File: src/core/didf_pkg.sv
//------------------------------------------------------------------------
// Contract
// RL1 - Two input channels, each with independent filter mode and hold time.
// RL2 - Mode is off, stretch rise, stretch fall, stretch both, delay both.
// RL3 - Hold time 1..65535 us supplied by software, timed in microseconds.
// RL4 - Off mode passes the sampled input straight to the output.
// RL5 - Rising edge forces 1 for hold time, then output follows input.
// RL6 - Falling edge forces 0 for hold time, then output follows input.
// RL7 - Any edge takes new level, holds it, then follows input again.
// RL8 - First edge level held ignoring input; at expiry take input level.
// RL9 - First input may be enabled to request shutdown and power-off.
// RL10 - With watchdog enabled, first output may carry the watchdog alarm.
// RL11 - Pushbutton held at boot blocks shutdown requests from first input.
// RL12 - Each input indicator lit at logical 1, dark at logical 0.
// RL13 - Reset clears hold timers; outputs follow input; next edge is fresh.
//------------------------------------------------------------------------
package didf_pkg;
    localparam int unsigned DIDF_CLK_HZ = 40_000_000;
    localparam int unsigned DIDF_TICK_NS = 1000;
    localparam int unsigned DIDF_CLK_NS = 25;
    // Cycles per microsecond tick
    localparam int unsigned DIDF_TICK_CYC = DIDF_TICK_NS / DIDF_CLK_NS;
    localparam int unsigned DIDF_PRE_W = 6;
    localparam logic [DIDF_PRE_W-1:0] DIDF_PRE_LAST =
        DIDF_PRE_W'(DIDF_TICK_CYC - 1);
    localparam int unsigned DIDF_NCH = 2;
    localparam int unsigned DIDF_HOLD_W = 16;
    localparam logic [DIDF_HOLD_W-1:0] DIDF_HOLD_RST = 16'h0000;
    localparam logic [DIDF_HOLD_W-1:0] DIDF_HOLD_ONE = 16'h0001;
    localparam logic [2:0] DIDF_SYNC_RST = 3'h0;

    typedef enum logic [2:0] {
        DIDF_OFF = 3'h0,
        DIDF_STR_RISE = 3'h1,
        DIDF_STR_FALL = 3'h2,
        DIDF_STR_BOTH = 3'h3,
        DIDF_DLY_BOTH = 3'h4
    } didf_mode_e;

    // Channel filter states, Gray along pass -> hold
    typedef enum logic [0:0] {
        DIDF_PASS = 1'b0,
        DIDF_HOLD = 1'b1
    } didf_state_e;
endpackage

File: src/core/didf_tick_if.sv
// Microsecond tick shared by the channel filters
interface didf_tick_if;
    logic tick;
    modport src (output tick);
    modport dst (input tick);
endinterface

File: src/core/didf_top.sv
module didf_top
    import didf_pkg::*;
(
    input wire logic clock_i,
    input wire logic reset_i,
    input wire logic first_digital_input_i,
    input wire logic second_digital_input_i,
    input wire logic [2:0] mode0_i,
    input wire logic [2:0] mode1_i,
    input wire logic [DIDF_HOLD_W-1:0] hold0_us_i,
    input wire logic [DIDF_HOLD_W-1:0] hold1_us_i,
    input wire logic shutdown_en_i,
    input wire logic system_pushbutton_i,
    input wire logic boot_done_i,
    input wire logic watchdog_en_i,
    input wire logic alarm_sel_i,
    input wire logic watchdog_alarm_i,
    input wire logic out0_level_i,
    output logic filt0_o,
    output logic filt1_o,
    output logic led0_o,
    output logic led1_o,
    output logic shutdown_req_o,
    output logic first_digital_output_o
);
    //--------------------------------------------------------------------
    // Input synchronisers
    //--------------------------------------------------------------------
    logic [2:0] sync_q [DIDF_NCH];
    logic [2:0] sync_d [DIDF_NCH];
    logic [2:0] pb_q, pb_d;
    logic [DIDF_NCH-1:0] level_q, level_d;
    logic [DIDF_NCH-1:0] rise, fall;
    logic [DIDF_NCH-1:0] filt;
    logic [2:0] mode [DIDF_NCH];
    logic [DIDF_HOLD_W-1:0] hold [DIDF_NCH];
    logic [DIDF_PRE_W-1:0] pre_q, pre_d;
    logic tick_q, tick_d;
    logic boot_q, boot_d;
    logic inhibit_q, inhibit_d;
    logic shut_q, shut_d;
    logic do0_q, do0_d;
    logic [DIDF_NCH-1:0] filt_q;
    logic [DIDF_NCH-1:0] led_q;
    didf_tick_if tick_if ();

    assign mode[0] = mode0_i;
    assign mode[1] = mode1_i;
    assign hold[0] = hold0_us_i;
    assign hold[1] = hold1_us_i;
    assign tick_if.tick = tick_q;

    // A change counts only once stages two and three agree
    always_comb begin
        sync_d[0] = {sync_q[0][1:0], first_digital_input_i};
        sync_d[1] = {sync_q[1][1:0], second_digital_input_i};
        pb_d = {pb_q[1:0], system_pushbutton_i};
        level_d = level_q;
        for (int i = 0; i < DIDF_NCH; i++) begin
            if (sync_q[i][1] == sync_q[i][2]) begin
                level_d[i] = sync_q[i][2];
            end
        end
        rise = level_d & ~level_q;
        fall = ~level_d & level_q;
    end

    //--------------------------------------------------------------------
    // Microsecond tick divider
    //--------------------------------------------------------------------
    always_comb begin
        tick_d = (pre_q == DIDF_PRE_LAST); // RL3
        pre_d = tick_d ? '0 : pre_q + 1'b1;
    end

    //--------------------------------------------------------------------
    // Channel filters, one per input
    //--------------------------------------------------------------------
    for (genvar g = 0; g < DIDF_NCH; g++) begin : g_ch
        didf_chan u_chan (
            .clock_i(clock_i),
            .reset_i(reset_i),
            .tick_if(tick_if),
            .in_i(level_d[g]),
            .edge_rise_i(rise[g]),
            .edge_fall_i(fall[g]),
            .mode_i(mode[g]), // RL1 RL2
            .hold_us_i(hold[g]),
            .out_o(filt[g])
        );
    end

    //--------------------------------------------------------------------
    // Shutdown request, boot inhibit and alarm output
    //--------------------------------------------------------------------
    always_comb begin
        boot_d = boot_q | boot_done_i;
        // Pushbutton sampled only while boot runs; latched until reset
        inhibit_d = inhibit_q;
        if (!boot_q && pb_q[1] && pb_q[2]) begin
            inhibit_d = 1'b1; // RL11
        end
        shut_d = shutdown_en_i & filt[0] & ~inhibit_q; // RL9 RL11
        // Alarm only when both watchdog and the selection are on
        do0_d = (watchdog_en_i & alarm_sel_i) ? watchdog_alarm_i // RL10
                                              : out0_level_i;
    end

    // Registers for all state of the top level
    always_ff @(posedge clock_i) begin
        if (reset_i) begin
            sync_q[0] <= DIDF_SYNC_RST;
            sync_q[1] <= DIDF_SYNC_RST;
            pb_q <= DIDF_SYNC_RST;
            level_q <= '0;
            pre_q <= '0;
            tick_q <= 1'b0;
            boot_q <= 1'b0;
            inhibit_q <= 1'b0;
            shut_q <= 1'b0;
            do0_q <= 1'b0;
            filt_q <= '0;
            led_q <= '0;
        end else begin
            sync_q[0] <= sync_d[0];
            sync_q[1] <= sync_d[1];
            pb_q <= pb_d;
            level_q <= level_d;
            pre_q <= pre_d;
            tick_q <= tick_d;
            boot_q <= boot_d;
            inhibit_q <= inhibit_d;
            shut_q <= shut_d;
            do0_q <= do0_d;
            filt_q <= filt;
            led_q <= level_q; // RL12
        end
    end

    assign filt0_o = filt_q[0];
    assign filt1_o = filt_q[1];
    assign led0_o = led_q[0];
    assign led1_o = led_q[1];
    assign shutdown_req_o = shut_q;
    assign first_digital_output_o = do0_q;
endmodule

File: src/core/didf_chan.sv
module didf_chan
    import didf_pkg::*;
(
    input wire logic clock_i,
    input wire logic reset_i,
    didf_tick_if.dst tick_if,
    input wire logic in_i,
    input wire logic edge_rise_i,
    input wire logic edge_fall_i,
    input wire logic [2:0] mode_i,
    input wire logic [DIDF_HOLD_W-1:0] hold_us_i,
    output logic out_o
);
    didf_state_e state_q, state_d;
    logic [DIDF_HOLD_W-1:0] cnt_q, cnt_d;
    logic out_q, out_d;
    logic trig;
    logic hit_rise;
    logic hit_fall;

    assign out_o = out_q;

    // Decide which edges start a hold for this mode
    always_comb begin
        hit_rise = 1'b0;
        hit_fall = 1'b0;
        unique case (mode_i)
            DIDF_STR_RISE: hit_rise = 1'b1; // RL5
            DIDF_STR_FALL: hit_fall = 1'b1; // RL6
            DIDF_STR_BOTH, DIDF_DLY_BOTH: begin
                hit_rise = 1'b1; // RL7 RL8
                hit_fall = 1'b1;
            end
            default: ;
        endcase
        trig = (hit_rise & edge_rise_i) | (hit_fall & edge_fall_i);
    end

    // Filter next state; hold counted in microsecond ticks
    always_comb begin
        state_d = state_q;
        cnt_d = cnt_q;
        out_d = in_i;
        unique case (state_q)
            DIDF_PASS: begin
                out_d = in_i; // RL4
                if (trig) begin
                    state_d = DIDF_HOLD;
                    cnt_d = hold_us_i; // RL3
                end
            end
            DIDF_HOLD: begin
                out_d = out_q; // RL5 RL6 RL7 RL8
                // Off and undefined codes both end a running hold at once
                if (!(hit_rise | hit_fall)) begin
                    state_d = DIDF_PASS; // RL4
                    out_d = in_i;
                end else if (tick_if.tick) begin
                    // Zero hold is outside range; treat it as one tick
                    if (cnt_q <= DIDF_HOLD_ONE) begin
                        state_d = DIDF_PASS;
                        out_d = in_i; // RL8
                    end else begin
                        cnt_d = cnt_q - DIDF_HOLD_ONE;
                    end
                end
            end
        endcase
    end

    // Registers; reset clears the timer and makes the output transparent
    always_ff @(posedge clock_i) begin
        if (reset_i) begin
            state_q <= DIDF_PASS; // RL13
            cnt_q <= DIDF_HOLD_RST;
            out_q <= 1'b0;
        end else begin
            state_q <= state_d;
            cnt_q <= cnt_d;
            out_q <= out_d;
        end
    end
endmodule

File: config.mk
export PLATFORM = sky130hd
export DESIGN_NAME = didf_top
export DESIGN_NICKNAME = d
export VERILOG_FILES = /design/src/core/didf_pkg.sv /design/src/core/didf_tick_if.sv /design/src/core/didf_top.sv /design/src/core/didf_chan.sv
export SDC_FILE = /design/constraint.sdc
export NUM_CORES = 1
export LEC_CHECK = 0
export ABC_AREA = 1
export BUFFER_PORTS_ARGS = -buffer_cell sky130_fd_sc_hd__buf_2
export CAP_MARGIN = 40
export CORE_UTILIZATION = 41
export DETAILED_ROUTE_END_ITERATION = 10
export GPL_TIMING_DRIVEN = 1
export PLACE_DENSITY = 0.61
export SLEW_MARGIN = 20
export SYNTH_ARGS = -nofsm -noshare
export SYNTH_HDL_FRONTEND = slang
export SYNTH_HIERARCHICAL = 1
export SYNTH_SLANG_ARGS = --single-unit
File: constraint.sdc
create_clock -name clock_i -period 1.7 [get_ports clock_i]
set_input_delay 0.17 -clock clock_i [delete_from_list [all_inputs] [get_ports clock_i]]
set_output_delay 0.17 -clock clock_i [all_outputs]
set_load 0.01 [all_outputs]
Word level (Yosys, flattened, before mapping)
Memory sizes are Yosys's and may differ from the RTL's. Cells that the tools add are included.

Bits of input ports: 49. Register bits after elaboration: 56. Word-level logic and storage cells: 118. Output and inout bits: 6. Memories: 1. Memory bits (writable): 6.

Memory list: sync_q (words 2, width 3, rd ports 2, clocked after Yosys merged registers in 0, wr ports 2, RTL line didf_top.sv:29) `logic [2:0] sync_q [DIDF_NCH];`.

Equality and inequality tests: 23. $add $sub $neg: 3. Order comparisons: 2. Bitwise logic cells: 21. Reductions and logical operators: 12. Muxes and demuxes: 40.

Operator list (count): two-way mux 16 bit (8); case mux 16 bit (2 select lines) (2); less-or-equal comparator 16 x 1 -> 1 bit (second input constant) (2); subtractor 16 x 1 -> 16 bit (second input constant) (2); two-way mux 1 bit (24); == test 3 x 2 -> 1 bit (second input constant) (4); inequality test 2 bit (second input constant) (6); inequality test 3 bit (second input constant) (4); OR reduction 3 bit (4); case mux 1 bit (2 select lines) (4); AND reduction 4 bit (2); bitwise AND 1 bit (7); OR 1 bit (7); adder 6 x 1 -> 6 bit (second input constant) (1); == test 3 x 1 -> 1 bit (second input constant) (2); == test 3 bit (second input constant) (2); == test 6 bit (second input constant) (1); two-way mux 3 bit (2); bitwise AND 2 bit (2); inequality test 2 x 1 -> 1 bit (second input constant) (2); inverter 2 bit (2); AND reduction 2 bit (2); inverter 1 bit (3); == test 1 bit (2); other kinds (3) (4).

Logic depth before layout (Yosys ltp)
Gate-level depths: netlist of the first run.

Depth in word-level cells: 8. Gate-level depth with buffers: 14. Mapped depth without buffers: 13.

By module
The synthesis of the first run kept the hierarchy.

Modules (own cells, without submodules): didf_chan (instances 2, seq. area each 360.3 um2, cells each 262, area an instance 1433.9 um2); didf_top (instances 1, seq. area each 520.5 um2, cells each 108, area an instance 915.9 um2).

Worst setup path before layout of the first run
Ideal clock, no wire load.

Kind: reg-to-reg. Start: register g_ch[0].u_chan.cnt_q[0]. End: register g_ch[0].u_chan.cnt_q[5]. Path buffers: 1. Stages on the path, launching flop included: 14. Required time: 1.586 ns. Path slack: 0.140 ns. Setup time: 0.114 ns. Arrival: 1.446 ns. Clock period less this slack: 1.560 ns. Cell sequence: dfxtp_1 > inv_1 > ha_1 > inv_1 > nand2_1 > nand2_1 > nor2_1 > nand2_2 > nand2_2 > nor2_2 > nor2_8 > buf_6 > nor2_1 > nor2_2.

Longest elaborated chain between the ends: 5. Elaborated cells on any way between the ends: 8. Classes of those cells: add/sub: 1; order compare: 1; eq/ne: 1; mux: 4; reduce/logical: 1.

RTL lines: from (decl) (RTL line didf_chan.sv:15) `logic [DIDF_HOLD_W-1:0] cnt_q, cnt_d;`; from (signal assigned) (RTL line didf_chan.sv:79) `cnt_q <= cnt_d;`; subtractor 16 x 1 -> 16 bit (RTL line didf_chan.sv:64) `cnt_d = cnt_q - DIDF_HOLD_ONE;`; two-way mux 16 bit (RTL line didf_chan.sv:60) `if (cnt_q <= DIDF_HOLD_ONE) begin`; two-way mux 16 bit (RTL line didf_chan.sv:58) `end else if (tick_if.tick) begin`; two-way mux 16 bit (RTL line didf_chan.sv:55) `if (!(hit_rise | hit_fall)) begin`; case mux 16 bit (2 select lines) (RTL line didf_chan.sv:44) `unique case (state_q)`.

Parallel ways exist; a longest one is shown, timed or not. The select of a mux whose other input is x is not followed. A chain may end at the register's enable or synchronous reset.

Worst setup path after layout of the first run
Same ends and word-level chain as after synthesis.

==> results of run 1 <==
[critical path, delay by kind of cell (launching register included)]
| family | cells | cell delay (ps) |
|---|---|---|
| adders and majority gates | 1 | 140 |
| buffers and inverters | 2 | 120 |
| DFF | 1 | 350 |
| and+or+nand+nor | 9 | 910 |
[metal layers]
layer	vias to the layer above	track usage
li1	2068	-
met3	12	0.04724
met1	1745	0.2767
met2	105	0.3472
met4	0	0.06876
met5	-	0
[stage by stage]
stage,hold slack [ps],cell area [µm²],setup slack (ps)
3_5_place_dp,379.9,4189,63.50
5_1_grt,5.978,4439,-2.649
2_1_floorplan,239.1,3784,139.8
4_1_cts,6.473,4368,20.93
3_3_place_gp,374.3,4189,125.1
6_report,19.90,4439,132.1
[registers in the layout, summed over array words and instances, names as in the netlist]
signal and cells:
filt_q 2, g_ch.u_chan/out_o 2, led_q 2, boot_q 1, g_ch.u_chan/state_q 2, first_digital_output_o 1
g_ch.u_chan/cnt_q 32, sync_q 6, inhibit_q 1, pb_q 3, pre_q 6, tick_if.tick 1
level_q 2, shutdown_req_o 1
[power by group through the flow]
stage | logic, mW | clock network, mW | registers [mW]
after floorplan | 0.159 | 0 | 1.52
after global placement | 0.250 | 0 | 1.52
after detailed placement | 0.255 | 0 | 1.52
after CTS | 0.256 | 1.27 | 1.49
after global routing | 0.299 | 1.33 | 1.49
final | 0.257 | 1.22 | 1.49
[kinds of logic after synthesis]
| family | after synthesis |
|---|---|
| AO/OA/AOI/OAI | 35 |
| flip-flops | 62 |
| buffers and inverters | 94 |
| AND/OR/NAND/NOR | 433 |
| XOR/XNOR | 3 |
| adder cells (fa/ha/maj) | 5 |
[final timing paths]
kind	end	depth (start not counted)	from
setup / recovery	g_ch[0].u_chan/cnt_q[5]	12	g_ch[0].u_chan/cnt_q[0]
hold / removal	pb_q[0]	3	system_pushbutton_i
setup reg to reg	g_ch[0].u_chan/cnt_q[5]	12	g_ch[0].u_chan/cnt_q[0]
hold reg to reg	sync_q[0][1]	2	sync_q[0][0]
[Yosys cell counts (2+ instances only)]
master and number:
nand2_2 8, nand3_2 3, and2_1 2, buf_6 2, nor2_1 131, nor2_2 23, o21ai_0 16, nor2_8 2
o21ai_1 2, clkbuf_1 4, xor2_1 2, dfxtp_1 62, buf_2 4, nand2_1 179, inv_2 6, nor2_4 2
nand3_1 80, buf_1 4, ha_1 5, o21bai_1 2, a21oi_1 13, inv_1 72, buf_4 2
[area by class of cell]
cell class | instances | area share
Tap cell | 108 | 0.03044
Sequential cell | 62 | 0.2804
Timing Repair Buffer | 64 | 0.08061
Inverter | 78 | 0.06595
Clock buffer | 9 | 0.02790
Clock inverter | 7 | 0.01240
Multi-Input combinational cell | 478 | 0.5023
==> impl_metrics.csv, run 1 <==
group,metric,value,unit
synthesis,avgSynthCellArea,5.987,µm²
clock_tree,cts_max_path_buffers,2,
synthesis,synthAdderAreaFrac,0.01653,
clock_tree,cts_tree,"built",
routing,wl_met1,4626,µm
sta,max_slew_margin,0.6029,
die,initial_core_util,0.4276,
job,max_cap_viol_count,0,
clock_tree,cts_sinks,62,
placed_design,dp.cells,788,
power_and_ir_drop,p_sw_frac,0.2820,
sta,period_share,0.9223,
synthesis,synth_top_family_by_area,"simple AND/OR/NAND/NOR gates",
setup_path,critPathKind,"reg2reg",
synthesis,yosysWarnings,6,
die,die_w,98.07,µm
global_route,grt_pass1_vias,3731,
die,num_io_pins,55,
synthesis,synth_top_area_cell,"dfxtp_1",
setup_path,cp_data_arrival_time,1860,ps
routing,wl_per_cell,11.92,µm
clock_tree,cts_made_buffers,9,
layout,drive_above_1_share,0.2020,
placed_design,dp_hpwl,6741,µm
synthesis,async_flop_share,0,
die,die_y,98.07,µm
clock_tree,post-cts-setup-buffers,0,
power_and_ir_drop,total_power,2.965,mW
sta,fin_skew,13.19,ps
routing,wl,9604,µm
sta,tightest_slew,595.0,ps
clock_tree,cts-root-buf,"clkbuf_8",
sta,fmax,637.8,MHz
setup_path,worstPathMaxFanout,8,
synthesis,yosysUniqueCellTypes,29,
outcome,status,"complete, but fails checks",
layout,multi_input_area,2230,µm²
setup_path,slowest_stage,"dfxtp_2",
global_route,gr-total-overflow,0,
sta,fin_crit,1568,ps
clock_tree,cts-resized-gates,0,
routing,drc,2,
synthesis,synth_area_leaders,"dfxtp_1 33%, nand2_1 18%, nor2_1 13%, nand3_1 11%, inv_1 7.1%",
synthesis,syn_nets,686,
layout,final_util,0.5017,
clock_tree,hold_buffers,0,
synthesis,synth_seq_cells,62,
routing,vias_per_cell,4.876,
power_and_ir_drop,peakVddDrop,0.0004303,V
power_and_ir_drop,power.switching,0.8360,mW
sta,fin_tns_setup,0,ps
clock_tree,cts-htree-levels,3,
routing,wl_met3,554,µm
power_and_ir_drop,comb_power_share,0.087,
global_route,grt_max_degree,24,
global_route,grt_usage,0.2122,
layout,area_growth,17.33,%
setup_path,crit_path_end_kind,"flop",
setup_path,r2r_slack,130,ps
layout,fin_nets,747,
synthesis,yosys.area_share.simple,0.4987,
layout,seq_area,1245,µm²
power_and_ir_drop,p_clk_frac,0.411,
synthesis,netlist.area_leader.share,0.3280,
routing,dr_wl_met2,4296,µm
sta,rsz0062_at_grt,"yes",
power_and_ir_drop,powerDensity,667.8,nW/µm²
routing,top_layer_used,"met4",
synthesis,synth_compound_area_frac,0.04927,
routing,num_vias,3930,
sta,slew_violations,0,
clock_tree,clk_pin_slew_worst_paths,80,ps
setup_path,crit_required,1990,ps
placed_design,portBuffers,54,
setup_path,critPathMaxStageDelay,350,ps
hold_path,hp-class,"in2reg",
routing,firstDrtPassIters,8,
clock_tree,clkLatencyLatePin,350,ps
global_route,antenna_found_initial,0,
synthesis,synth.area.mux_share,0,
outcome,violations,"DRC",
layout,layout_common_cells,"179 x nand2_1, 127 x nor2_1, 80 x nand3_1",
synthesis,synth-edff-count,0,
routing,drtAntennaViolNets,0,
layout,num_antenna_cells,0,
die,core-area,8848,µm²
synthesis,synth_area,3784,µm²
sta,finalHoldViolCount,0,
setup_path,cp_cell_sequence,"inv_2 > ha_4 > inv_1 > nand2_1 > nand2_1 > nor2_2 > nand2_2 > nand2_2 > nor2_4 > nor2_4 > nor2_1 > nor2_2",
global_route,grt_pass1_wl,16510,µm
synthesis,ys.flop_type,"dfxtp_1",
synthesis,yosys.area_share.xor_xnor,0.006944,
placed_design,routabilityCongestion,0.8897,
die,dieArea,9617,µm²
power_and_ir_drop,internal_power,2.129,mW
synthesis,syn_inst,632,
power_and_ir_drop,pwr-share-seq,0.502,
layout,final_common_cell,"nand2_1",
synthesis,ys_seq_area_frac,0.3280,
die,rows,34,
routing,first_iter_violations,221,
power_and_ir_drop,leakage,2.388,nW
layout,nFillCells,971,
sta,setup_viol,0,
layout,finalNonFillerCells,806,
setup_path,crit_path_start_kind,"flop",
Power figures use the tool's default switching activity.
==> inputs of run 2 (changes only) <==
- clock period: 1.7 -> 1.9 ns (I/O delays scaled with it)
==> impl_metrics.csv, run 2 (synthesized netlist as in run 1, its figures left out) <==
group,metric,value,unit
die,die_y,98.07,µm
setup_path,crit_path_start_kind,"flop",
layout,area_growth,15.01,%
setup_path,crit_path_end_kind,"flop",
power_and_ir_drop,total_power,2.625,mW
placed_design,portBuffers,54,
sta,fin_tns_setup,0,ps
global_route,antenna_found_initial,0,
placed_design,dp_slack,182.6,ps
die,rows,34,
outcome,violations,"DRC",
routing,num_vias,3817,
clock_tree,cts-root-buf,"clkbuf_8",
hold_path,hp-class,"in2reg",
clock_tree,clkLatencyLatePin,340,ps
layout,fin_nets,741,
routing,wl_per_cell,11.51,µm
sta,max_slew_margin,0.6232,
layout,drive_above_1_share,0.1777,
sta,setup_viol,0,
die,core-area,8848,µm²
sta,period_share,0.9091,
clock_tree,cts_made_buffers,9,
layout,finalNonFillerCells,800,
setup_path,critPathKind,"reg2reg",
setup_path,worstPathMaxFanout,8,
routing,vias_per_cell,4.771,
sta,fin_crit,1727,ps
die,num_io_pins,55,
global_route,grt_max_degree,22,
sta,tightest_slew,564.6,ps
die,die_w,98.07,µm
power_and_ir_drop,leakage,2.345,nW
clock_tree,cts-htree-levels,3,
clock_tree,cts-resized-gates,0,
global_route,grt_pass1_vias,3572,
sta,slew_violations,0,
layout,num_antenna_cells,0,
routing,firstDrtPassIters,7,
clock_tree,clk_pin_slew_worst_paths,90,ps
power_and_ir_drop,peakVddDrop,0.0004559,V
sta,setup_slack,172.8,ps
outcome,status,"complete, but fails checks",
power_and_ir_drop,powerDensity,603.3,nW/µm²
layout,nFillCells,974,
placed_design,dp.cells,783,
placed_design,routabilityCongestion,0.8343,
global_route,gr-total-overflow,0,
global_route,grt_usage,0.2026,
layout,final_util,0.4918,
sta,finalHoldViolCount,0,
clock_tree,cts_max_path_buffers,2,
setup_path,crit_required,2180,ps
die,initial_core_util,0.4276,
clock_tree,post-cts-setup-buffers,0,
placed_design,dp_hpwl,6578,µm
clock_tree,cts_tree,"built",
layout,largest_registers,"g_ch.u_chan/cnt_q: 32 flops, pre_q: 6 flops, sync_q: 6 flops",
setup_path,cp_data_arrival_time,2010,ps
layout,largest_reg_flops,32,
clock_tree,cts_sinks,62,
sta,fin_skew,12.70,ps
routing,drc,2,
job,max_cap_viol_count,0,
clock_tree,hold_buffers,0,
layout,regMostFlops,"g_ch.u_chan/cnt_q",
layout,final_common_cell,"nand2_1",
routing,first_iter_violations,152,
routing,drtAntennaViolNets,0,
die,dieArea,9617,µm²
layout,layout_common_cells,"179 x nand2_1, 131 x nor2_1, 80 x nand3_1",
routing,wl,9204,µm
global_route,grt_pass1_wl,15970,µm
sta,fmax,579.0,MHz
## run 2: cell types whose count changed in the layout (fill, tap and decap cells not counted), sizes merged
| cell | before | now |
|---|---|---|
| clkinv | 1 | 2 |
| nor2 | 160 | 159 |
| inv | 82 | 81 |
| buf | 64 | 59 |
## run 2: metrics by stage
step	cell area, µm²	hold slack, ps
floorplan	3784	259.1
global placement	4139	390.3
detailed placement	4139	395.6
CTS	4318	41.19
global route	4352	40.03
finish	4352	53.45
## run 2: layout make-up
cell class              instances  area (µm²)  area share
inverters                      78       292.8     0.06728
clock buffers                   9       123.9     0.02846
clock inverters                 7       55.05     0.01265
repair buffers                 59       307.8     0.07073
well taps                     108       135.1     0.03105
multi-input cells             477        2196      0.5046
flip-flops and latches         62        1241      0.2852
## run 2: routing by layer
layer | wire length [µm] | vias up | global-route usage
met5 | 0 | - | 0
met1 | 4670 | 1684 | 0.2779
met4 | 36 | 0 | 0.05828
met2 | 4127 | 76 | 0.3288
li1 | - | 2055 | -
met3 | 369 | 2 | 0.03078
## run 2: worst max-delay path: stages (launching register included)
cell	delay, ps
dfxtp_1	350
inv_1	100
ha_1	210
inv_1	50
nand2_1	50
nand2_1	40
nor2_1	160
nand2_2	110
nand2_2	90
nor2_4	60
nor2_4	250
nor2_1	90
nor2_2	100
## run 2: worst paths after layout
kind / from / to / slack [ps] / cells after the start
worst max register to register: g_ch[0].u_chan/cnt_q[0] / g_ch[0].u_chan/cnt_q[7] / 170 / 12
worst min-delay path: system_pushbutton_i / pb_q[0] / 50 / 3
worst max-delay path: g_ch[0].u_chan/cnt_q[0] / g_ch[0].u_chan/cnt_q[7] / 170 / 12
worst min register to register: sync_q[0][0] / sync_q[0][1] / 400 / 2
## run 2: power breakdown
group | total [mW] | switching (mW) | internal (mW)
Combinational | 0.227 | 0.132 | 0.0956
Sequential | 1.33 | 0.0138 | 1.32
Clock | 1.07 | 0.579 | 0.486
Total | 2.63 | 0.725 | 1.90
==> inputs of run 3 (changes only) <==
- REMOVE_ABC_BUFFERS: unset -> 1
==> impl_metrics.csv, run 3 (synthesized netlist as in run 1, its figures left out) <==
group,metric,value,unit
layout,final_common_cell,"nand2_1",
sta,setup_viol,0,
hold_path,hp-class,"in2reg",
layout,largest_registers,"g_ch.u_chan/cnt_q: 32 flops, pre_q: 6 flops, sync_q: 6 flops",
power_and_ir_drop,powerDensity,634.0,nW/µm²
global_route,grt_pass1_wl,15800,µm
die,die_w,98.07,µm
clock_tree,hold_buffers,0,
global_route,grt_usage,0.2016,
clock_tree,post-cts-setup-buffers,0,
routing,drc,4,
setup_path,crit_family,"simple AND/OR/NAND/NOR gates",
power_and_ir_drop,pwr-share-seq,0.484,
power_and_ir_drop,internal_power,2.029,mW
outcome,status,"complete, but fails checks",
setup_path,crit_path_end_kind,"flop",
routing,wl_per_cell,11.35,µm
layout,drive_above_1_share,0.1737,
setup_path,crit_top_cell,"nand2_1",
global_route,antenna_found_initial,0,
sta,hold_slack,43.62,ps
sta,setup_slack,184.6,ps
sta,tightest_slew,554.9,ps
setup_path,cp_cell_sequence,"inv_1 > ha_1 > inv_1 > nand2_1 > nand2_1 > nor2_1 > nand2_2 > nand3_2 > nand3_1 > nand2_1 > nor2_1",
sta,fmax,582.9,MHz
clock_tree,cts-htree-levels,3,
routing,first_iter_violations,175,
placed_design,place_area,4139,µm²
clock_tree,cts-resized-gates,0,
layout,num_antenna_cells,0,
die,rows,34,
placed_design,dp_hpwl,6513,µm
placed_design,routabilityCongestion,0.8557,
sta,fin_crit,1715,ps
setup_path,critPathKind,"reg2reg",
power_and_ir_drop,comb_power_share,0.082,
sta,finalHoldViolCount,0,
setup_path,crit_path_start_kind,"flop",
global_route,grt_pass1_vias,3554,
setup_path,worstPathMaxFanout,16,
sta,fin_skew,15.55,ps
routing,firstDrtPassIters,10,
placed_design,dp.cells,783,
die,die_y,98.07,µm
routing,num_vias,3828,
power_and_ir_drop,p_clk_frac,0.434,
routing,vias_per_cell,4.791,
layout,nFillCells,946,
clock_tree,cts_tree,"built",
layout,finalInstanceArea,4339,µm²
setup_path,worst-path-buf-inv,2,
clock_tree,cts_sinks,62,
layout,layout_common_cells,"179 x nand2_1, 131 x nor2_1, 80 x nand3_1",
clock_tree,cts-root-buf,"clkbuf_8",
placed_design,portBuffers,54,
sta,max_slew_margin,0.6297,
clock_tree,cts_max_path_buffers,2,
setup_path,slowest_stage,"dfxtp_1",
die,dieArea,9617,µm²
layout,fin_nets,740,
layout,regMostFlops,"g_ch.u_chan/cnt_q",
power_and_ir_drop,p_sw_frac,0.2624,
die,num_io_pins,55,
die,core-area,8848,µm²
die,initial_core_util,0.4276,
clock_tree,clkLatencyLatePin,350,ps
layout,area_growth,14.68,%
sta,slew_violations,0,
global_route,gr-total-overflow,0,
setup_path,cp_data_arrival_time,1990,ps
layout,largest_reg_flops,32,
global_route,grt_max_degree,24,
placed_design,dp_slack,209.2,ps
power_and_ir_drop,total_power,2.751,mW
setup_path,critPathMaxStageDelay,370,ps
power_and_ir_drop,power.switching,0.7219,mW
outcome,violations,"DRC",
routing,drtAntennaViolNets,0,
layout,finalNonFillerCells,799,
sta,fin_tns_setup,0,ps
setup_path,crit_required,2170,ps
job,max_cap_viol_count,0,
sta,rsz0062_at_grt,"no",
power_and_ir_drop,peakVddDrop,0.0004390,V
clock_tree,cts_made_buffers,9,
power_and_ir_drop,leakage,2.352,nW
clock_tree,clk_pin_slew_worst_paths,80,ps
layout,final_util,0.4904,
routing,wl,9065,µm
sta,period_share,0.9029,
run 3: changes by cell type in the layout (fill, tap and decap cells not counted), sizes merged:
| cell | previous run | this run |
|---|---|---|
| inv | 81 | 78 |
| clkbuf | 9 | 10 |
| bufinv | 0 | 1 |
| clkinvlp | 2 | 1 |
| nor2 | 159 | 158 |
| clkinv | 2 | 4 |
run 3: routing by layer:
metal / track usage / routed length [µm]
met5: 0 / 0
met4: 0.07576 / 135
met3: 0.03364 / 564
met2: 0.3126 / 3832
met1: 0.2802 / 4533
run 3: final cells by class:
| type | instances | area (µm²) | share of cell area |
|---|---|---|---|
| timing repair buffer | 59 | 307.8 | 0.07093 |
| inverter | 78 | 292.8 | 0.06747 |
| sequential | 62 | 1241 | 0.2860 |
| tap | 108 | 135.1 | 0.03114 |
| multi-input combinational | 476 | 2162 | 0.4983 |
| clock inverter | 6 | 72.57 | 0.01672 |
| clock buffer | 10 | 127.6 | 0.02941 |
run 3: worst paths after layout:
check,endpoint,slack [ps],start,cells past startpoint
min reg2reg,pb_q[1],410,pb_q[0],2
min,pb_q[0],40,system_pushbutton_i,3
max,g_ch[1].u_chan/cnt_q[9],180,g_ch[1].u_chan/cnt_q[0],11
max reg2reg,g_ch[1].u_chan/cnt_q[9],180,g_ch[1].u_chan/cnt_q[0],11
run 3: worst min-delay path: cells and delay by family:
family,cells,cell delay (ps)
buffers and inverters,2,100
AND/OR/NAND/NOR,1,60
run 3: power groups by stage:
stage          registers, mW  clock network, mW  logic, mW
4_1_cts                 1.33               1.23      0.227
3_5_place_dp            1.36                  0      0.225
5_1_grt                 1.33               1.28      0.262
2_1_floorplan           1.36                  0      0.134
6_report                1.33               1.19      0.225
3_3_place_gp            1.36                  0      0.221
